--- src/acocr_pkg.sv ---
/*
 Package for the converter output and clock configuration register bank:
 register addresses, field positions, reset values and mode encodings.
 Assumes a 13-bit register address and 8-bit register data.
*/
package acocr_pkg;
    // ======================================================================
    // Bus shape
    localparam int ACOCR_AW = 13;
    localparam int ACOCR_DW = 8;
    localparam int ACOCR_NCH = 4;

    // ======================================================================
    // Register addresses
    localparam logic [12:0] ADDR_DEVICE_INDEX = 13'h0005;
    localparam logic [12:0] ADDR_CLOCK_COND = 13'h0009;
    localparam logic [12:0] ADDR_ENH_CTRL = 13'h000C;
    localparam logic [12:0] ADDR_OUTPUT_MODE = 13'h0014;
    localparam logic [12:0] ADDR_OUTPUT_ADJUST = 13'h0015;
    localparam logic [12:0] ADDR_OUTPUT_PHASE = 13'h0016;
    localparam logic [12:0] ADDR_SERIAL_CTRL = 13'h0021;
    localparam logic [12:0] ADDR_TRANSFER = 13'h00FF;
    localparam logic [12:0] ADDR_RATE_OVERRIDE = 13'h0100;
    localparam logic [12:0] ADDR_USER_IO_TWO = 13'h0101;

    // ======================================================================
    // Writable bit masks; open bits read zero, except output mode bit 1
    localparam logic [7:0] MASK_DEVICE_INDEX = 8'h3F;
    localparam logic [7:0] MASK_CLOCK_COND = 8'h01;
    localparam logic [7:0] MASK_ENH_CTRL = 8'h04;
    localparam logic [7:0] MASK_OUTPUT_MODE = 8'h45;
    localparam logic [7:0] MASK_OUTPUT_ADJUST = 8'h31;
    localparam logic [7:0] MASK_OUTPUT_PHASE = 8'h7F;
    localparam logic [7:0] MASK_SERIAL_CTRL = 8'hF7;
    localparam logic [7:0] MASK_RATE_OVERRIDE = 8'h47;
    localparam logic [7:0] MASK_USER_IO_TWO = 8'h01;
    // Output mode bit 1 reads as one
    localparam logic [7:0] FIXED_OUTPUT_MODE = 8'h02;

    // ======================================================================
    // Reset values
    localparam logic [7:0] RST_DEVICE_INDEX = 8'h3F;
    localparam logic [7:0] RST_CLOCK_COND = 8'h01;
    localparam logic [7:0] RST_ENH_CTRL = 8'h00;
    localparam logic [7:0] RST_OUTPUT_MODE = 8'h01;
    localparam logic [7:0] RST_OUTPUT_ADJUST = 8'h00;
    localparam logic [7:0] RST_OUTPUT_PHASE = 8'h03;
    localparam logic [7:0] RST_SERIAL_CTRL = 8'h30;
    localparam logic [7:0] RST_RATE_OVERRIDE = 8'h00;
    localparam logic [7:0] RST_USER_IO_TWO = 8'h00;

    // ======================================================================
    // Field positions
    localparam int BIT_DCS_OFF = 0;
    localparam int BIT_CHOP = 2;
    localparam int BIT_REDUCED_SWING = 6;
    localparam int BIT_INVERT = 2;
    localparam int BIT_TWOS_COMP = 0;
    localparam int TERM_LSB = 4;
    localparam int BIT_DRIVE_2X = 0;
    localparam int IN_PHASE_LSB = 4;
    localparam int OUT_PHASE_LSB = 0;
    localparam int BIT_TRANSFER = 0;
    localparam int BIT_OVR_EN = 6;
    localparam int BIT_PULLDOWN_OFF = 0;
    localparam int CH_SEL_LSB = 0;
    localparam int CLK_SEL_LSB = 4;
    localparam int SER_MODE_LSB = 4;

    // ======================================================================
    // Encodings
    localparam logic [1:0] TERM_NONE = 2'h0;
    localparam logic [3:0] OUT_PHASE_MAX = 4'hB;

    typedef enum logic [2:0] {
        ACOCR_SDR_TWO_BIT = 3'b000,
        ACOCR_SDR_TWO_BYTE = 3'b001,
        ACOCR_DDR_TWO_BIT = 3'b010,
        ACOCR_DDR_TWO_BYTE = 3'b011,
        ACOCR_DDR_ONE_WORD = 3'b100
    } acocr_ser_e;
endpackage

--- src/acocr_regs.sv ---
/*
 Output and clock configuration register bank of a quad serial converter.
 Assumes a register port already decoded from the serial control port:
 one-cycle write strobe with address and data, combinational-address read
 answered on the next edge, all on the converter clock clk_i.
 The serial-port-mode pin level is asynchronous and is synchronised here.
*/
// What this block does
// - Clock register bit 0 resets to one; one turns duty stabilizer off.
// - Without serial port configuration, duty stabilizer stays on regardless.
// - Chop bit enables first-stage chopping of offsets and low noise.
// - Output mode bit 6 picks reduced swing; clear picks standard swing.
// - Output invert bit inverts every serialized output bit.
// - Output format bit resets to one for two's complement; zero is binary.
// - Two-bit termination field selects output driver termination resistor.
// - Output drive bit doubles frame and bit clock drive, for the clocks selected by index bits 5 and 4.
// - Termination selection overrides double drive on the clock outputs.
// - Input phase field delays sampling zero to seven input clock cycles.
// - Output phase field shifts bit clock by 60 degrees per step.
// - Serialization register selects output serialization mode.
// - Rate override takes effect only after transfer bit zero written.
// - Active rate override lowers capability, sampling rate unchanged.
// - User I/O bit zero disconnects the serial data pin pull-down.
// - All other registers take effect immediately when written.
// - Device index low four bits choose channels for per-channel writes.
`timescale 1ns/100ps
module acocr_regs
    import acocr_pkg::*;
#(
    parameter int NCH = acocr_pkg::ACOCR_NCH
) (
    input wire logic clk_i,
    input wire logic arst_n_i,
    input wire logic serial_mode_i,
    input wire logic wr_i,
    input wire logic rd_i,
    input wire logic [acocr_pkg::ACOCR_AW-1:0] addr_i,
    input wire logic [acocr_pkg::ACOCR_DW-1:0] wdata_i,
    output logic [acocr_pkg::ACOCR_DW-1:0] rdata_o,
    output logic rvalid_o,
    output logic dcs_enable_o,
    output logic chop_enable_o,
    output logic reduced_swing_o,
    output logic invert_o,
    output logic twos_comp_o,
    output logic [NCH-1:0] term_sel_o,
    output logic [1:0] term_code_o,
    output logic drive_2x_fco_o,
    output logic drive_2x_dco_o,
    output logic [2:0] in_phase_o,
    output logic [3:0] out_phase_o,
    output logic [2:0] ser_mode_o,
    output logic [7:0] ser_ctrl_o,
    output logic rate_ovr_en_o,
    output logic [2:0] rate_ovr_code_o,
    output logic sdio_pulldown_en_o
);
    import acocr_pkg::*;

    // ======================================================================
    // Write decode
    logic mode_sync;
    logic [7:0] idx_q, clk_q, enh_q, om_q, oa_q, ph_q, ser_q, ovr_q, uio_q;
    logic we_idx, we_clk, we_enh, we_om, we_oa, we_ph, we_ser, we_ovr, we_uio;
    logic we_xfer;

    function automatic logic hit(input logic [12:0] a, input logic [12:0] r);
        hit = (a == r);
    endfunction

    assign we_idx = wr_i && hit(addr_i, ADDR_DEVICE_INDEX);
    assign we_clk = wr_i && hit(addr_i, ADDR_CLOCK_COND);
    assign we_enh = wr_i && hit(addr_i, ADDR_ENH_CTRL);
    assign we_om = wr_i && hit(addr_i, ADDR_OUTPUT_MODE);
    assign we_oa = wr_i && hit(addr_i, ADDR_OUTPUT_ADJUST);
    assign we_ph = wr_i && hit(addr_i, ADDR_OUTPUT_PHASE);
    assign we_ser = wr_i && hit(addr_i, ADDR_SERIAL_CTRL);
    assign we_ovr = wr_i && hit(addr_i, ADDR_RATE_OVERRIDE);
    assign we_uio = wr_i && hit(addr_i, ADDR_USER_IO_TWO);
    assign we_xfer = wr_i && hit(addr_i, ADDR_TRANSFER) &&
                     wdata_i[BIT_TRANSFER];

    acocr_sync u_mode_sync (
        .clk_i(clk_i),
        .arst_n_i(arst_n_i),
        .d_i(serial_mode_i),
        .q_o(mode_sync)
    );

    // ======================================================================
    // Register storage
    acocr_field #(.RST(RST_DEVICE_INDEX), .MASK(MASK_DEVICE_INDEX)) u_idx (
        .clk_i(clk_i), .arst_n_i(arst_n_i), .we_i(we_idx),
        .wdata_i(wdata_i), .q_o(idx_q)
    );
    acocr_field #(.RST(RST_CLOCK_COND), .MASK(MASK_CLOCK_COND)) u_clk (
        .clk_i(clk_i), .arst_n_i(arst_n_i), .we_i(we_clk),
        .wdata_i(wdata_i), .q_o(clk_q)
    );
    acocr_field #(.RST(RST_ENH_CTRL), .MASK(MASK_ENH_CTRL)) u_enh (
        .clk_i(clk_i), .arst_n_i(arst_n_i), .we_i(we_enh),
        .wdata_i(wdata_i), .q_o(enh_q)
    );
    acocr_field #(.RST(RST_OUTPUT_MODE), .MASK(MASK_OUTPUT_MODE)) u_om (
        .clk_i(clk_i), .arst_n_i(arst_n_i), .we_i(we_om),
        .wdata_i(wdata_i), .q_o(om_q)
    );
    acocr_field #(.RST(RST_OUTPUT_ADJUST), .MASK(MASK_OUTPUT_ADJUST)) u_oa (
        .clk_i(clk_i), .arst_n_i(arst_n_i), .we_i(we_oa),
        .wdata_i(wdata_i), .q_o(oa_q)
    );
    acocr_field #(.RST(RST_SERIAL_CTRL), .MASK(MASK_SERIAL_CTRL)) u_ser (
        .clk_i(clk_i), .arst_n_i(arst_n_i), .we_i(we_ser),
        .wdata_i(wdata_i), .q_o(ser_q)
    );
    acocr_field #(.RST(RST_RATE_OVERRIDE), .MASK(MASK_RATE_OVERRIDE)) u_ovr (
        .clk_i(clk_i), .arst_n_i(arst_n_i), .we_i(we_ovr),
        .wdata_i(wdata_i), .q_o(ovr_q)
    );
    acocr_field #(.RST(RST_USER_IO_TWO), .MASK(MASK_USER_IO_TWO)) u_uio (
        .clk_i(clk_i), .arst_n_i(arst_n_i), .we_i(we_uio),
        .wdata_i(wdata_i), .q_o(uio_q)
    );

    // Output clock phase codes above the table top are clamped, since the
    // phase generator has no setting for them
    logic [7:0] ph_wr;
    always_comb begin
        ph_wr = wdata_i & MASK_OUTPUT_PHASE;
        if (ph_wr[OUT_PHASE_LSB +: 4] > OUT_PHASE_MAX) begin
            ph_wr[OUT_PHASE_LSB +: 4] = OUT_PHASE_MAX;
        end
    end

    always_ff @(posedge clk_i or negedge arst_n_i) begin
        if (!arst_n_i) begin
            ph_q <= RST_OUTPUT_PHASE;
        end else if (we_ph) begin
            ph_q <= ph_wr;
        end
    end

    // ======================================================================
    // Immediate settings
    always_ff @(posedge clk_i or negedge arst_n_i) begin
        if (!arst_n_i) begin
            dcs_enable_o <= 1'b1;
        end else begin
            dcs_enable_o <= !mode_sync || !clk_q[BIT_DCS_OFF];
        end
    end

    always_ff @(posedge clk_i or negedge arst_n_i) begin
        if (!arst_n_i) begin
            chop_enable_o <= 1'b0;
            reduced_swing_o <= 1'b0;
            invert_o <= 1'b0;
            twos_comp_o <= 1'b1;
        end else begin
            chop_enable_o <= enh_q[BIT_CHOP];
            reduced_swing_o <= om_q[BIT_REDUCED_SWING];
            invert_o <= om_q[BIT_INVERT];
            twos_comp_o <= om_q[BIT_TWOS_COMP];
        end
    end

    // Per-channel settings land only on channels chosen by the index
    logic [NCH-1:0] ch_sel;
    logic fco_sel, dco_sel;
    logic [1:0] term_fld;
    assign ch_sel = idx_q[CH_SEL_LSB +: NCH];
    assign dco_sel = idx_q[CLK_SEL_LSB];
    assign fco_sel = idx_q[CLK_SEL_LSB + 1];
    assign term_fld = oa_q[TERM_LSB +: 2];

    logic [NCH-1:0] term_sel_r;
    logic drive_fco_r, drive_dco_r;
    always_ff @(posedge clk_i or negedge arst_n_i) begin
        if (!arst_n_i) begin
            term_sel_r <= '0;
            drive_fco_r <= 1'b0;
            drive_dco_r <= 1'b0;
        end else if (we_oa) begin
            term_sel_r <= ch_sel;
            // Unselected clock outputs keep the strength they already had
            if (fco_sel) begin
                drive_fco_r <= wdata_i[BIT_DRIVE_2X];
            end
            if (dco_sel) begin
                drive_dco_r <= wdata_i[BIT_DRIVE_2X];
            end
        end
    end

    always_ff @(posedge clk_i or negedge arst_n_i) begin
        if (!arst_n_i) begin
            term_sel_o <= '0;
            term_code_o <= TERM_NONE;
            drive_2x_fco_o <= 1'b0;
            drive_2x_dco_o <= 1'b0;
        end else begin
            term_sel_o <= term_sel_r;
            term_code_o <= term_fld;
            drive_2x_fco_o <= drive_fco_r && (term_fld == TERM_NONE);
            drive_2x_dco_o <= drive_dco_r && (term_fld == TERM_NONE);
        end
    end

    always_ff @(posedge clk_i or negedge arst_n_i) begin
        if (!arst_n_i) begin
            in_phase_o <= RST_OUTPUT_PHASE[IN_PHASE_LSB +: 3];
            out_phase_o <= RST_OUTPUT_PHASE[OUT_PHASE_LSB +: 4];
            ser_mode_o <= RST_SERIAL_CTRL[SER_MODE_LSB +: 3];
            ser_ctrl_o <= RST_SERIAL_CTRL;
            sdio_pulldown_en_o <= 1'b1;
        end else begin
            // Divider bound on this field is left to software
            in_phase_o <= ph_q[IN_PHASE_LSB +: 3];
            out_phase_o <= ph_q[OUT_PHASE_LSB +: 4];
            ser_mode_o <= ser_q[SER_MODE_LSB +: 3];
            ser_ctrl_o <= ser_q;
            sdio_pulldown_en_o <= !uio_q[BIT_PULLDOWN_OFF];
        end
    end

    // ======================================================================
    // Rate override, applied on transfer only
    always_ff @(posedge clk_i or negedge arst_n_i) begin
        if (!arst_n_i) begin
            rate_ovr_en_o <= 1'b0;
            rate_ovr_code_o <= 3'h0;
        end else if (we_xfer) begin
            // Capability limit only; the sample clock path never sees it
            rate_ovr_en_o <= ovr_q[BIT_OVR_EN];
            rate_ovr_code_o <= ovr_q[2:0];
        end
    end

    // ======================================================================
    // Read port
    logic [7:0] rd_mux;
    always_comb begin
        if (hit(addr_i, ADDR_DEVICE_INDEX)) begin
            rd_mux = idx_q;
        end else if (hit(addr_i, ADDR_CLOCK_COND)) begin
            rd_mux = clk_q;
        end else if (hit(addr_i, ADDR_ENH_CTRL)) begin
            rd_mux = enh_q;
        end else if (hit(addr_i, ADDR_OUTPUT_MODE)) begin
            rd_mux = om_q | FIXED_OUTPUT_MODE;
        end else if (hit(addr_i, ADDR_OUTPUT_ADJUST)) begin
            rd_mux = oa_q;
        end else if (hit(addr_i, ADDR_OUTPUT_PHASE)) begin
            rd_mux = ph_q;
        end else if (hit(addr_i, ADDR_SERIAL_CTRL)) begin
            rd_mux = ser_q;
        end else if (hit(addr_i, ADDR_RATE_OVERRIDE)) begin
            rd_mux = ovr_q;
        end else if (hit(addr_i, ADDR_USER_IO_TWO)) begin
            rd_mux = uio_q;
        end else begin
            rd_mux = 8'h00;
        end
    end

    always_ff @(posedge clk_i or negedge arst_n_i) begin
        if (!arst_n_i) begin
            rdata_o <= 8'h00;
            rvalid_o <= 1'b0;
        end else begin
            rvalid_o <= rd_i;
            if (rd_i) begin
                rdata_o <= rd_mux;
            end
        end
    end
endmodule

--- src/acocr_sync.sv ---
/*
 Two-stage synchroniser for one level signal.
 Assumes the input is asynchronous to clk_i.
*/
`timescale 1ns/100ps
module acocr_sync (
    input wire logic clk_i,
    input wire logic arst_n_i,
    input wire logic d_i,
    output logic q_o
);
    logic meta_r;

    always_ff @(posedge clk_i or negedge arst_n_i) begin
        if (!arst_n_i) begin
            meta_r <= 1'b0;
            q_o <= 1'b0;
        end else begin
            meta_r <= d_i;
            q_o <= meta_r;
        end
    end
endmodule

--- src/acocr_field.sv ---
/*
 One masked 8-bit configuration register with write strobe.
 Assumes the write strobe and data come from the clk_i domain.
*/
`timescale 1ns/100ps
module acocr_field #(
    parameter logic [7:0] RST = 8'h00,
    parameter logic [7:0] MASK = 8'hFF
) (
    input wire logic clk_i,
    input wire logic arst_n_i,
    input wire logic we_i,
    input wire logic [7:0] wdata_i,
    output logic [7:0] q_o
);
    // Open bits never store, so they read zero
    always_ff @(posedge clk_i or negedge arst_n_i) begin
        if (!arst_n_i) begin
            q_o <= RST & MASK;
        end else if (we_i) begin
            q_o <= wdata_i & MASK;
        end
    end
endmodule

--- config.mk ---
export PLATFORM = sky130hd
export DESIGN_NAME = acocr_regs
export DESIGN_NICKNAME = d
export VERILOG_FILES = /design/src/acocr_pkg.sv /design/src/acocr_regs.sv /design/src/acocr_sync.sv /design/src/acocr_field.sv
export SDC_FILE = /design/constraint.sdc
export NUM_CORES = 1
export LEC_CHECK = 0
export CORE_ASPECT_RATIO = 1.75
export CORE_MARGIN = 3
export CORE_UTILIZATION = 40
export DETAILED_ROUTE_END_ITERATION = 6
export DONT_BUFFER_PORTS = 1
export SKIP_LAST_GASP = 1
export SYNTH_ARGS = -nofsm -noshare
export SYNTH_HDL_FRONTEND = slang
export SYNTH_HIERARCHICAL = 1
export SYNTH_SLANG_ARGS = --single-unit
--- constraint.sdc ---
create_clock -name clk_i -period 1.3 [get_ports clk_i]
set_input_delay 0 -clock clk_i [delete_from_list [all_inputs] [get_ports clk_i]]
set_output_delay 0 -clock clk_i [all_outputs]
set_load 0.02 [all_outputs]
==> impl_results.md <==
* Global routing usage summed across all routing layers at 19.1%
* Worst-path fanout max at 2
* Net Sw Frac at between 20 and 25%
* Aggregate negative setup slack at -2.11 ns
* Launching point of the worst reg2reg path: u_om/q_o[0]$_DFFE_PN1P_
* Final Power at 5.41 mW
* Reg-to-reg slack, setup at -0.19 ns
* Number of iterations in the first detailed-routing pass at 4
* Site Rows at 48
* Nature of the critical path startpoint: register
* Clock latency at the later pin of the worst-skew pair at roughly 0.34 ns
* Int Power at 4.22 mW
* Leftover overflow at the end of global routing at 0
* Io pins at 71
* IR drop worst, VDD at 0.787 mV
* Result of the run: finished, violations left
* Sequential standard cell area at 0.00210 sq mm
* Detailed Route Iter0 Violations at 139
* Final antenna-violating net count at 0
* Clock buffer count from CTS at 9
* Number of cells on the worst reg-to-reg path at 4
* Clock transition time at the flip-flop clock pins of the worst setup and hold paths at 0.06 ns
* Data required time of the worst path at 1.52 ns
* Final Cycle Share at 115%
* Detail Placement HPWL at 7830 microns
* Core Util, Final at between 50 and 60%
* Static leakage power at about 2.4 nW
* Wirelength, routed at 10800 microns
* Layout overhead on the synthesized area at 27.3%
* Average wire per cell in the routed design at 19.4 microns
* DR vias/cell at 5.19
* Data arrival time of the critical path at 1.71 ns
* Net Sw Power at roughly 1.2 mW
* Via Count at 2904
* Hold WS at -0.642 ns
* Reg2Reg Capture Point: rdata_o[0]$_DFFE_PN0P_
* Global-route wire length before repair at 16800 microns
* Final standard cell area without fillers at 0.00527 sq mm
* Antenna violations before repair at 0
* Cell-by-cell listing of the critical path: or3_4, a222oi_1, a31oi_1, mux2_4
* Number of filler cells placed in the layout at roughly 900
* Count of final max-slew check failures at 0
* Count of nets after finishing at 455
* Yosys warnings at 6
* Number of standard cells after synthesis at 361
* Fmax achieved at 670 MHz
* Slowest cell on the critical path: dfstp_2
* TritonCTS clock tree: built
* Maximum clock skew at final layout at 0.00536 ns
* Buffer cell driving the clock tree root: clkbuf_16
* Die Area at 0.0117 sq mm
* Die Ht at 141 microns
* Post-placement worst setup slack at -0.510 ns
* Maximum number of pins on one net before global-route repair at 84
* Type of element capturing the critical path: register
* Final Non-Filler Cells at 559
* Transition time of the tightest slew-check pin at 0.565 ns
* Hold Vio Cnt, Final at 92
* Number of hold-repair buffers added at the cts stage at 10
* Post-route minimum period at 1.49 ns
* CTS H-Tree Depth at 3
* Power density over cell area at 1030 mW/mm^2
* Initial Utilization at between 40% and 50%
* Final WS setup at -0.192 ns
* Biggest cell delay along the critical path at 0.38 ns
* Post-synthesis cell area at 0.00414 sq mm
* Vias in the first global route at 3037
* Post-Place Cell Area at 0.00455 sq mm
* Relative slew margins at 62.2%
* Number of I/O port buffers at 0
* Clock Path Buffers at 2
* Total placed cells including tap cells at 516
* Width of the die at 82.9 microns
* Number of diodes added for antenna fixing at 0
* Mean instance size in the synthesized netlist at 11.5 sq um
* Post-detailed-route DRC marker count at 0
* Area of the multi-input gates at 0.00198 sq mm
* Min-Delay Path Class: in2async
* Failing checks: negative hold slack, negative setup slack
* Clock sink total at 83
* Combinational fraction of design power at between 4 and 5%
* Register share of total power at 48.6%
* Global placement routability congestion at 0.883
* # Max-Cap Violations at 0
* Endpoints failing setup at 22
* Share of final-layout standard cells stronger than drive strength 1 at a little over two fifths
* Clock network fraction of design power at 46.5%
* Worst Path Class, Setup: reg2reg
* Core Box Area at 0.00997 sq mm
* Unrepaired setup endpoints after global routing: yes
==> registers in the layout, summed over array words and instances, names as in the netlist, 2 cells and up <==
| register | flops |
|---|---|
| u_ovr/q_o | 4 |
| u_om/q_o | 3 |
| rate_ovr_code_o | 3 |
| rdata_o | 8 |
| out_phase_o | 4 |
| ph_q | 7 |
| u_ser/q_o | 7 |
| term_sel_r | 4 |
| term_sel_o | 4 |
| u_oa/q_o | 3 |
| ser_ctrl_o | 8 |
| term_code_o | 2 |
| u_idx/q_o | 6 |
| in_phase_o | 3 |
==> worst max-delay path by stage <==
stage | startpoint | slack, ns | to | cells past startpoint
final | u_om/q_o[0]$_DFFE_PN1P_ | -0.19 | rdata_o[0]$_DFFE_PN0P_ | 4
after floorplan | addr_i[9] | -0.50 | u_idx/q_o[0]$_DFFE_PN1P_ | 7
after global routing | u_om/q_o[0]$_DFFE_PN1P_ | -0.26 | rdata_o[0]$_DFFE_PN0P_ | 4
after CTS | u_om/q_o[0]$_DFFE_PN1P_ | -0.22 | rdata_o[0]$_DFFE_PN0P_ | 4
after detailed placement | addr_i[9] | -0.51 | rdata_o[0]$_DFFE_PN0P_ | 7
after global placement | addr_i[4] | -0.49 | rdata_o[4]$_DFFE_PN0P_ | 7
==> power by group through the flow <==
stage / Sequential [mW] / Clock, mW / Combinational [mW]
2_1_floorplan: 2.68 / 0 / 0.223
3_3_place_gp: 2.68 / 0 / 0.179
3_5_place_dp: 2.68 / 0 / 0.180
4_1_cts: 2.63 / 2.58 / 0.240
5_1_grt: 2.63 / 2.70 / 0.290
6_report: 2.63 / 2.51 / 0.266
==> cells in the final DEF, fill, tap and decap left out, drive strengths merged, types with 2 or more instances in the layout <==
cell          n
mux2         43
o32ai         2
buf          71
clkinvlp      2
nor4          4
a222oi        3
o2bb2ai       3
clkinv        2
o21ai        12
a21oi        18
nor4b         2
and2b         2
nor2         26
nand2b        8
dfstp        19
nand3         4
a211oi        3
inv          14
a221oi        4
dlygate4sd3  10
a31oi         4
or2           2
conb         37
or3           3
nor2b         4
or4           2
nand4         8
a2111oi       2
mux2i         2
a2bb2oi       2
clkbuf       10
and3          5
nand2        12
dfrtp        64
nor3          6
and2          4
==> critical path: cells and delay by family (launching register included) <==
kind	cells	cell delay, ns
AO/OA/AOI/OAI	2	0.40
flip-flops	1	0.38
AND/OR/NAND/NOR	1	0.32
multiplexers	1	0.26
==> area by class of cell <==
type,count,area share (%)
Sequential cell,83,39.8
Multi-Input combinational cell,241,37.5
Timing Repair Buffer,81,13.2
Clock buffer,10,4.34
Tap cell,125,2.97
Clock inverter,6,1.21
Inverter,13,0.925
==> routing by layer <==
layer  vias up  track usage (%)  part of all wire, %
met2        88             35.6                   56
met5         -                0                    0
li1       1342                -                    -
met4         0             8.79                  3.5
met1      1449             19.8                   36
met3        25             4.97                  4.8
==> what timing repair did <==
| item | 4_1_cts | 5_1_grt |
|---|---|---|
| setup buffers | 6 | 11 |
| pin swaps | 20 | 26 |
| gates resized for setup | 14 | 32 |
| endpoints found under the setup margin | 18 | 27 |
| hold endpoints to repair | 128 | 92 |
| cloned | 1 | 0 |
(Power assumes the default switching activity.)
